### src/include/arb_pkg.sv
package arb_pkg;
	localparam int N_EXT = 6;
	localparam int N_AGENT = 7;
	localparam logic [2:0] BRIDGE_IDX = 3'h6;
	localparam logic [7:0] OFS_TIER = 8'hdc;
	localparam logic [7:0] OFS_MASK = 8'hdd;
	localparam logic [7:0] OFS_FLAGS = 8'hde;
	localparam logic [7:0] TIER_RESET = 8'h40;
	localparam logic [7:0] MASK_RESET = 8'h00;
	localparam logic [5:0] FLAGS_RESET = 6'h00;
	localparam int PARK_BIT = 7;
	localparam int BRIDGE_TIER_BIT = 6;
	localparam int AUTO_BIT = 6;
	localparam int TO_EN_BIT = 7;
	localparam logic [4:0] TIMEOUT_CLKS = 5'h10;
	typedef enum logic [1:0] {st_idle, st_wait, st_busy} arb_state_e;
endpackage

### src/include/arb_if.sv
`timescale 1ns/1ps
interface arb_if;
	logic [6:0] req;
	logic [2:0] last;
	logic [2:0] pick;
	logic hit;
	modport picker (input req, input last, output pick, output hit);
	modport user (output req, output last, input pick, input hit);
endinterface

### src/design/pci_two_tier_arbiter.sv
`timescale 1ns/1ps
// Functional notes
// - grant the bus among the bridge and up to six external masters.
// - each requester sits in a high or low tier set by the tier register.
// - after reset the bridge requester is in the high tier.
// - after reset all six external requesters are in the low tier.
// - bit 7 of the tier register selects whether an idle grant is parked on the bridge (clear) or left off (set).
// - six mask bits; a masked device's request is ignored.
// - with bit 7 of mask register set, record timeouts after 16 idle clocks.
// - with bit 6 of mask register set, auto-mask a device that times out.
// - clearing the auto-mask bit removes every automatic mask.
// - one timeout flag per external device in the flags register.
// - registers sit at config byte offsets dc, dd and de.
module pci_two_tier_arbiter
(
	input wire logic clk_sys,
	input wire logic resetn,
	input wire logic [5:0] req_n,
	output logic [5:0] gnt_n,
	input wire logic frame_n,
	input wire logic irdy_n,
	input wire logic bridge_req,
	output logic bridge_gnt,
	input wire logic [7:0] cfg_addr,
	input wire logic cfg_wr_en,
	input wire logic [7:0] cfg_wr_data,
	input wire logic cfg_rd_en,
	output logic [7:0] cfg_rd_data
);
	typedef struct packed {
		logic [5:0] req_meta;
		logic [5:0] req_sync;
		logic frame_meta;
		logic frame_sync;
		logic irdy_meta;
		logic irdy_sync;
		arb_pkg::arb_state_e state;
		logic [6:0] gnt;
		logic [2:0] owner;
		logic [4:0] cnt;
		logic [2:0] last_hi;
		logic [2:0] last_lo;
		logic [7:0] tier;
		logic [7:0] mask;
		logic [5:0] auto_msk;
		logic [5:0] flags;
		logic [7:0] rd_data;
	} arb_state_s;

	arb_state_s s;
	arb_state_s next_s;
	logic [6:0] eff_req;
	logic [6:0] hi_req;
	logic [6:0] lo_req;
	logic bus_idle;
	logic timeout;
	logic [7:0] rd_mux;

	arb_if hi_if ();
	arb_if lo_if ();

	// ******************************
	// request qualification
	// ******************************
	assign eff_req = {bridge_req, s.req_sync & ~s.mask[5:0] & ~s.auto_msk};
	assign hi_req = eff_req & s.tier[6:0];
	assign lo_req = eff_req & ~s.tier[6:0];
	assign bus_idle = !s.frame_sync && !s.irdy_sync;
	assign timeout = s.state == arb_pkg::st_wait && !s.frame_sync && bus_idle
		&& eff_req[s.owner] && s.cnt == arb_pkg::TIMEOUT_CLKS - 5'h01;

	assign hi_if.req = hi_req;
	assign hi_if.last = s.last_hi;
	assign lo_if.req = lo_req;
	assign lo_if.last = s.last_lo;

	tier_picker u_hi (.port(hi_if.picker));
	tier_picker u_lo (.port(lo_if.picker));

	// ******************************
	// config read mux
	// ******************************
	always_comb
	begin
		case (cfg_addr)
			arb_pkg::OFS_TIER: rd_mux = s.tier;
			arb_pkg::OFS_MASK: rd_mux = {s.mask[7:6], s.mask[5:0] | s.auto_msk};
			arb_pkg::OFS_FLAGS: rd_mux = {2'h0, s.flags};
			default: rd_mux = 8'h00;
		endcase
	end

	// ******************************
	// next state
	// ******************************
	always_comb
	begin
		logic [5:0] set_f;
		logic [5:0] clr_f;
		set_f = 6'h00;
		clr_f = 6'h00;
		next_s = s;
		// pins cross in from the bus: two stages before use
		next_s.req_meta = ~req_n;
		next_s.req_sync = s.req_meta;
		next_s.frame_meta = !frame_n;
		next_s.frame_sync = s.frame_meta;
		next_s.irdy_meta = !irdy_n;
		next_s.irdy_sync = s.irdy_meta;
		if (cfg_rd_en)
			next_s.rd_data = rd_mux;
		if (cfg_wr_en && cfg_addr == arb_pkg::OFS_TIER)
			next_s.tier = cfg_wr_data;
		if (cfg_wr_en && cfg_addr == arb_pkg::OFS_MASK)
			next_s.mask = cfg_wr_data;
		// reading the flags clears them
		if (cfg_rd_en && cfg_addr == arb_pkg::OFS_FLAGS)
			clr_f = s.flags;
		case (s.state)
			arb_pkg::st_idle:
			begin
				next_s.cnt = 5'h00;
				if (s.frame_sync)
				begin
					// parked agent started a cycle on its own
					next_s.state = arb_pkg::st_busy;
					next_s.gnt = 7'h00;
				end
				else if (hi_if.hit)
				begin
					next_s.state = arb_pkg::st_wait;
					next_s.gnt = 7'h01 << hi_if.pick;
					next_s.owner = hi_if.pick;
					next_s.last_hi = hi_if.pick;
				end
				else if (lo_if.hit)
				begin
					next_s.state = arb_pkg::st_wait;
					next_s.gnt = 7'h01 << lo_if.pick;
					next_s.owner = lo_if.pick;
					next_s.last_lo = lo_if.pick;
				end
				else if (!s.tier[arb_pkg::PARK_BIT])
				begin
					next_s.gnt = 7'h01 << arb_pkg::BRIDGE_IDX;
					next_s.owner = arb_pkg::BRIDGE_IDX;
				end
			end
			arb_pkg::st_wait:
			begin
				if (s.frame_sync)
				begin
					next_s.state = arb_pkg::st_busy;
					next_s.gnt = 7'h00;
				end
				else if (!eff_req[s.owner])
				begin
					// request withdrawn or masked: give the bus back
					next_s.state = arb_pkg::st_idle;
					next_s.gnt = 7'h00;
				end
				else if (timeout)
				begin
					next_s.state = arb_pkg::st_idle;
					next_s.gnt = 7'h00;
					if (s.owner != arb_pkg::BRIDGE_IDX)
					begin
						if (s.mask[arb_pkg::TO_EN_BIT])
							set_f[s.owner] = 1'b1;
						if (s.mask[arb_pkg::AUTO_BIT])
							next_s.auto_msk[s.owner] = 1'b1;
					end
				end
				else if (bus_idle)
					next_s.cnt = s.cnt + 5'h01;
			end
			arb_pkg::st_busy:
			begin
				if (bus_idle)
					next_s.state = arb_pkg::st_idle;
			end
			default:
			begin
				next_s.state = arb_pkg::st_idle;
				next_s.gnt = 7'h00;
			end
		endcase
		// a timeout landing on the clearing read still sticks
		next_s.flags = (s.flags & ~clr_f) | set_f;
		if (!next_s.mask[arb_pkg::AUTO_BIT])
			next_s.auto_msk = 6'h00;
	end

	always_ff @(posedge clk_sys or negedge resetn)
	begin
		if (!resetn)
		begin
			s <= '0;
			s.state <= arb_pkg::st_idle;
			s.tier <= arb_pkg::TIER_RESET;
			s.mask <= arb_pkg::MASK_RESET;
			s.flags <= arb_pkg::FLAGS_RESET;
		end
		else
			s <= next_s;
	end

	assign gnt_n = ~s.gnt[5:0];
	assign bridge_gnt = s.gnt[6];
	assign cfg_rd_data = s.rd_data;

	// ******************************
	// checks
	// ******************************
	localparam int TO_MAX = 40;
	logic tier_written;

	always_ff @(posedge clk_sys or negedge resetn)
	begin
		if (!resetn)
			tier_written <= 1'b0;
		else if (cfg_wr_en && cfg_addr == arb_pkg::OFS_TIER)
			tier_written <= 1'b1;
	end
endmodule

### src/design/tier_picker.sv
`timescale 1ns/1ps
// rotating search, starting just past the last winner of this tier
module tier_picker
(
	arb_if.picker port
);
	always_comb
	begin
		int c;
		c = 0;
		port.pick = port.last;
		port.hit = 1'b0;
		for (int i = 1; i <= arb_pkg::N_AGENT; i++)
		begin
			c = (int'(port.last) + i) % arb_pkg::N_AGENT;
			if (!port.hit && port.req[c])
			begin
				port.hit = 1'b1;
				port.pick = 3'(c);
			end
		end
	end
endmodule

### config.mk
export PLATFORM = sky130hd
export DESIGN_NAME = pci_two_tier_arbiter
export DESIGN_NICKNAME = d
export VERILOG_FILES = /design/src/include/arb_pkg.sv /design/src/include/arb_if.sv /design/src/design/pci_two_tier_arbiter.sv /design/src/design/tier_picker.sv
export SDC_FILE = /design/constraint.sdc
export NUM_CORES = 1
export LEC_CHECK = 0
export ABC_AREA = 0
export BUFFER_PORTS_ARGS = -buffer_cell sky130_fd_sc_hd__buf_4
export CAP_MARGIN = 20
export CORE_MARGIN = 2
export CORE_UTILIZATION = 50
export DETAILED_ROUTE_END_ITERATION = 6
export PLACE_DENSITY = 0.71
export SYNTH_ARGS = -nofsm -noshare
export SYNTH_HDL_FRONTEND = slang
export SYNTH_SLANG_ARGS = --single-unit
### constraint.sdc
create_clock -name clk_sys -period 8.7 [get_ports clk_sys]
set_input_delay 1.74 -clock clk_sys [delete_from_list [all_inputs] [get_ports clk_sys]]
set_output_delay 1.74 -clock clk_sys [all_outputs]
set_load 0.05 [all_outputs]
==> results of run 1 <==
-- layout make-up --
| type | count | area (um2) | area share [%] |
|---|---|---|---|
| Clock buffer | 9 | 225 | 2.58 |
| Clock inverter | 6 | 66.3 | 0.760 |
| Inverter | 61 | 229 | 2.63 |
| Multi-Input combinational cell | 773 | 5680 | 65.2 |
| Sequential cell | 75 | 1880 | 21.5 |
| Tap cell | 216 | 270 | 3.10 |
| Timing Repair Buffer | 50 | 370 | 4.25 |
-- cell usage in the layout (no fill, tap or decap), types with 8 or more instances in the layout --
| cell | n |
|---|---|
| buf_4 | 48 |
| nand3b_1 | 13 |
| a32oi_1 | 11 |
| nor4b_1 | 8 |
| nor3_1 | 17 |
| mux2_2 | 30 |
| nor2_1 | 55 |
| a211o_1 | 9 |
| mux2i_1 | 41 |
| a211oi_1 | 9 |
| a21o_1 | 12 |
| ha_1 | 44 |
| a31oi_1 | 20 |
| a22oi_1 | 9 |
| nand3_1 | 23 |
| o211ai_1 | 11 |
| nor2b_1 | 13 |
| dfrtp_1 | 74 |
| and3_1 | 15 |
| inv_1 | 60 |
| nand2b_1 | 17 |
| a21oi_1 | 42 |
| nand2_1 | 75 |
| clkbuf_16 | 9 |
| xnor2_1 | 26 |
| or3_1 | 12 |
| o21ai_0 | 63 |
| a32o_1 | 9 |
| o22ai_1 | 11 |
-- worst max-delay path, stage by stage, from the launching register on --
cell	delay, ns
dfrtp_1	0.36
buf_4	0.24
inv_1	0.46
ha_1	0.43
xor2_2	0.39
inv_2	0.16
ha_1	0.22
ha_1	0.25
a31oi_1	0.22
xnor2_1	0.18
ha_1	0.37
or3_1	0.15
o21ai_0	0.10
a32o_1	0.28
o41a_1	0.48
nor4_2	0.54
nand4_1	0.20
o41ai_1	0.65
clkbuf_2	0.28
a22oi_1	0.08
nand3_1	0.10
-- worst paths after layout --
| check | from | endpoint | slack [ns] | depth (start not counted) |
|---|---|---|---|---|
| max in group asynchronous | resetn | next_s[66] | 6.54 | 1 |
| hold / removal | next_s[67] | s[67] | 0.35 | 0 |
| min in group asynchronous | resetn | s[43] | 1.56 | 1 |
| setup / recovery | lo_if.last[0] | bridge_gnt | 2.46 | 20 |
| setup reg to reg | lo_if.last[0] | bridge_gnt | 2.46 | 20 |
| hold reg to reg | next_s[67] | s[67] | 0.35 | 0 |
-- flip-flops by register name, indices dropped and copies added, names as in the netlist --
| signal | flops |
|---|---|
| bridge_gnt | 1 |
| cfg_rd_data | 8 |
| hi_if.last | 3 |
| lo_if.last | 3 |
| next_s | 8 |
| s | 52 |
-- cell families (layout without fill, tap and decap cells) --
| group | count (synthesis) | after routing |
|---|---|---|
| flip-flops | 75 | 75 |
| multiplexers | 78 | 78 |
| buffers and inverters | 113 | 126 |
| AO/OA/AOI/OAI | 303 | 303 |
| XOR/XNOR | 31 | 31 |
| AND/OR/NAND/NOR | 317 | 317 |
| adder cells (fa/ha/maj) | 44 | 44 |
-- per-stage QoR --
| step | util, % | worst slack [ns] | cell area [um2] | hold WS, ns | std cells |
|---|---|---|---|---|---|
| detailed placement | 53.4 | 2.46 | 8420 | 0.335 | 1173 |
| finish | 55.3 | 2.46 | 8720 | 0.347 | 1190 |
| global placement | 53.4 | 2.47 | 8420 | 0.334 | 1173 |
| CTS | 55.2 | 2.43 | 8710 | 0.348 | 1188 |
| floorplan | - | 2.66 | 8020 | 0.331 | 961 |
| global route | 55.3 | 2.05 | 8720 | 0.351 | 1190 |
-- layer usage --
metal,vias to the layer above,global-route usage (%)
met3,49,4.85
met4,0,8.76
met5,-,0
met1,3684,36.2
met2,343,41.8
li1,3681,-
==> results.ini, run 1 <==
[outcome]
outcome = finished clean

[worst_setup_path]
worst-endpoint-required_ns = 8.97
crit_path_end_kind = register
start_kind = register
critical_path_class = reg -> reg
crit_arrival_ns = 6.51
crit_fanout = 33

[timing]
maxSlewViolCount = 0
finalSetupViolations = 0
worst_pin_slew_ns = 1.17
setup_tns_ns = 0
fmax_ghz = 0.160
skew_ns = 0.00487
fin_crit_sh_pct = 71.7
maxSlewHeadroom_pct = 20.7
final_hold_viol_count = 0
rsz0062_at_grt = false
period_needed_ns = 6.24

[yosys]
ys.flop_type = dfrtp_1
muxShareOfSynthArea_pct = 11.3
synth_enable_flop_cells = 0
synth_area_um2 = 8020
yosysTopAreaCell = dfrtp_1
postSynthAreaPerCell_um2 = 8.35
synth_top_cell_area_share_pct = 23.1
synth_commonest_cells = nand2_1, dfrtp_1, o21ai_0
synthAdderAreaFrac_pct = 6.86
synth_cells = 961
synth_nets = 1034
synth_cell_types = 91
synth-compound-area-share_pct = 26.9
ys_seq_elements = 75
synth-xor-area-share_pct = 3.71
synth-simple-area-share_pct = 22.1
synth_top_family_by_area = compound AO/OA/AOI/OAI gates
ys_seq_area_share_pct = 23.4
yosysMostFrequentCell = nand2_1
synth_warnings = 0
synthArstFlopShare_pct = 100
synth_area_leaders = dfrtp_1, ha_1, mux2i_1

[final_layout]
antenna_cells = 0
num-nets-final = 1043
final_layout_size_suffix_gt1_share_pct = 14.0
area_delta_synth_final_pct = 8.72
fill_cells = 1494

[cts]
cts_made_buffers = 9
root_buffer = clkbuf_16
cts_tree = done
insertion_delay_ns = 0.34
clockBufferDepth = 2
cts_setup_buffers = 0
post_cts_resized = 0
cts.clk_slew.worst_paths_ns = 0.06
htreeDepth = 3
clock_sinks = 75
cts_hold_buf = 0

[global_routing]
grt_max_degree = 76
antenna_found_initial = 0
overflow = 0
grt_pass1_wl_um = 35500
grt_pass1_vias = 6898
grt_use_total_pct = 26.3

[detailed_routing]
viasPerCell = 6.52
topRoutingLayerUsed = met4
vias = 7757
met3_length_um = 1690
dr.pass1.iters = 5
finalWirelength_um = 22800
met1_length_um = 9960
wl_met2_um = 10600
wl_per_cell_um = 19.1
ant_nets = 0
route.detailed.drc = 0
drt_iter0_drc = 602

[job]
max_cap_viol_count = 0

[place]
place.detailed.hpwl_um = 16900
place_congestion = 0.969
io_buffers = 43

[floorplan]
die_area_um2 = 17100
die_w_um = 131
die_y_um = 131
start_util_pct = 50.9
rows = 46
io_pins = 44
core-area_um2 = 15800

[hold_path]
min-delay-path-class = reg -> reg

Power of run 1 is not shown: default switching activity piles up to over one toggle a cycle in this logic, so the estimate is an artifact.
==> run 2: changes to the inputs <==
Clock period 8.7 ns to 5.92 ns, I/O delays scaled along.
==> results.ini, run 2 (synthesis gave the netlist of run 1 again) <==
[worst_setup_path]
path_cells = inv_1 > ha_2 > xor2_4 > inv_1 > ha_1 > ha_1 > a31oi_1 > xnor2_1 > ha_1 > nor2_1 > mux2_2 > a32o_1 > a311oi_2 > mux2i_1 > nor3b_2 > nand2_1 > or4_1 > a21o_1 > a21boi_1
critical_path_class = reg -> reg
start_kind = register
crit_fanout = 9  ; -73%
crit_arrival_ns = 5.78  ; -0.73 ns
crit_path_end_kind = register
worst-endpoint-required_ns = 6.13  ; -2.84 ns
critPathMaxStageDelay_ns = 0.61  ; -0.04 ns
cp_slowest_cell = or4_1
cpMostUsedCell = ha_1

[timing]
maxSlewHeadroom_pct = 26.3  ; +5.6 points
period_needed_ns = 5.56  ; -0.673 ns
setup_tns_ns = 0  ; unchanged
fin_crit_sh_pct = 94.0  ; +22 points
skew_ns = 0.00617  ; +0.00130 ns
fmax_ghz = 0.180  ; +12%
fin_hold_ws_ns = 0.342  ; -0.00501 ns
rsz0062_at_grt = false
maxSlewViolCount = 0  ; unchanged
final_hold_viol_count = 0  ; unchanged
finalSetupViolations = 0  ; unchanged
worst_pin_slew_ns = 1.09  ; -0.0831 ns

[place]
io_buffers = 43  ; unchanged
dp.cells = 1184  ; +0.94%
place_congestion = 0.984  ; +1.6%
place.detailed.hpwl_um = 17200  ; +2.1%

[global_routing]
grt_max_degree = 76  ; unchanged
antenna_found_initial = 0  ; unchanged
grt_pass1_wl_um = 37000  ; +4.3%
grt_use_total_pct = 27.3  ; +1.0 points
grt_pass1_vias = 7279  ; +5.5%
overflow = 0  ; unchanged

[detailed_routing]
ant_nets = 0  ; unchanged
finalWirelength_um = 23300  ; +2.4%
viasPerCell = 6.56  ; +0.67%
vias = 7888  ; +1.7%
drt_iter0_drc = 777  ; +29%
wl_per_cell_um = 19.4  ; +1.4%
dr.pass1.iters = 6  ; +1
route.detailed.drc = 0  ; unchanged

[cts]
cts_hold_buf = 0  ; unchanged
root_buffer = clkbuf_16
clock_sinks = 75  ; unchanged
cts_made_buffers = 9  ; unchanged
cts_tree = done
insertion_delay_ns = 0.34  ; about the same
htreeDepth = 3  ; unchanged
cts.clk_slew.worst_paths_ns = 0.06  ; about the same
clockBufferDepth = 2  ; unchanged

[final_layout]
largest-register = s
final_cell_mix = nand2_1, dfrtp_1, o21ai_0, inv_1, buf_4
final_layout_size_suffix_gt1_share_pct = 15.4  ; +1.5 points
num-nets-final = 1054  ; +1.1%
seq_area_um2 = 1880  ; unchanged
final_common_cell = nand2_1
antenna_cells = 0  ; unchanged
final_util_pct = 56.0  ; +0.66 points
area_delta_synth_final_pct = 10.0
fill_cells = 1450  ; -2.9%
largest_register_ffs = 52  ; unchanged
fin_cells = 1202  ; +1.0%
multi_input_area_um2 = 5700  ; +0.33%

[floorplan]
io_pins = 44  ; unchanged
core-area_um2 = 15800  ; unchanged
die_w_um = 131  ; unchanged
start_util_pct = 50.9  ; unchanged
rows = 46  ; unchanged
die_area_um2 = 17100  ; unchanged
die_y_um = 131  ; unchanged

[job]
max_cap_viol_count = 0  ; unchanged

[outcome]
outcome = finished clean

[hold_path]
min-delay-path-class = reg -> reg

[run 2: cell count changes in the layout (fill, tap and decap cells not counted), sizes merged]
cell	delta
buf	+11
clkinv	+3
clkinvlp	-1
inv	-1
[run 2: final timing paths]
check	startpoint	end	slack, ns	cells past startpoint
worst max-delay path	hi_if.last[1]	s[49]	0.36	19
worst min-delay path	next_s[67]	s[67]	0.34	0
worst max register to register	hi_if.last[1]	s[49]	0.36	19
worst min register to register	next_s[67]	s[67]	0.34	0
max in group asynchronous	resetn	s[18]	4.29	1
min in group asynchronous	resetn	s[46]	0.99	1
[run 2: cell type report]
| class | count | share of cell area, % |
|---|---|---|
| clock buffers | 9 | 2.55 |
| clock inverters | 7 | 0.780 |
| inverters | 61 | 2.59 |
| multi-input cells | 773 | 64.6 |
| flip-flops and latches | 75 | 21.3 |
| well taps | 216 | 3.06 |
| repair buffers | 61 | 5.13 |
[run 2: routing by layer]
layer | part of all wire [%] | global-route usage, %
met2 | 47 | 45.4
met5 | 0 | 0
met4 | 2.4 | 8.14
met1 | 44 | 37.4
met3 | 6.9 | 3.42
[run 2: what timing repair did]
| item | 4_1_cts | 5_1_grt |
|---|---|---|
| setup buffers | 0 | 0 |
| gates resized for setup | 0 | 3 |
| setup endpoints to repair | 0 | 10 |
[run 2: worst max-delay path, delay by kind of cell (launching register included)]
family / cells / cell delay [ns]
xor gates and xnor gates: 2 / 0.48
DFF: 1 / 0.37
and+or+nand+nor: 4 / 1.36
AOI/OAI and AO/OA: 5 / 1.09
muxes: 2 / 0.50
buffers and inverters: 2 / 0.41
adders and majority gates: 4 / 1.24
[run 2: per-stage QoR]
step           setup WS (ns)  cell area [um2]
4_1_cts               0.0793             8810
3_3_place_gp           0.211             8510
6_report               0.355             8830
5_1_grt              0.00641             8830
3_5_place_dp           0.120             8510
2_1_floorplan         0.0992             8030
Power of run 2 is left out for the same reason.
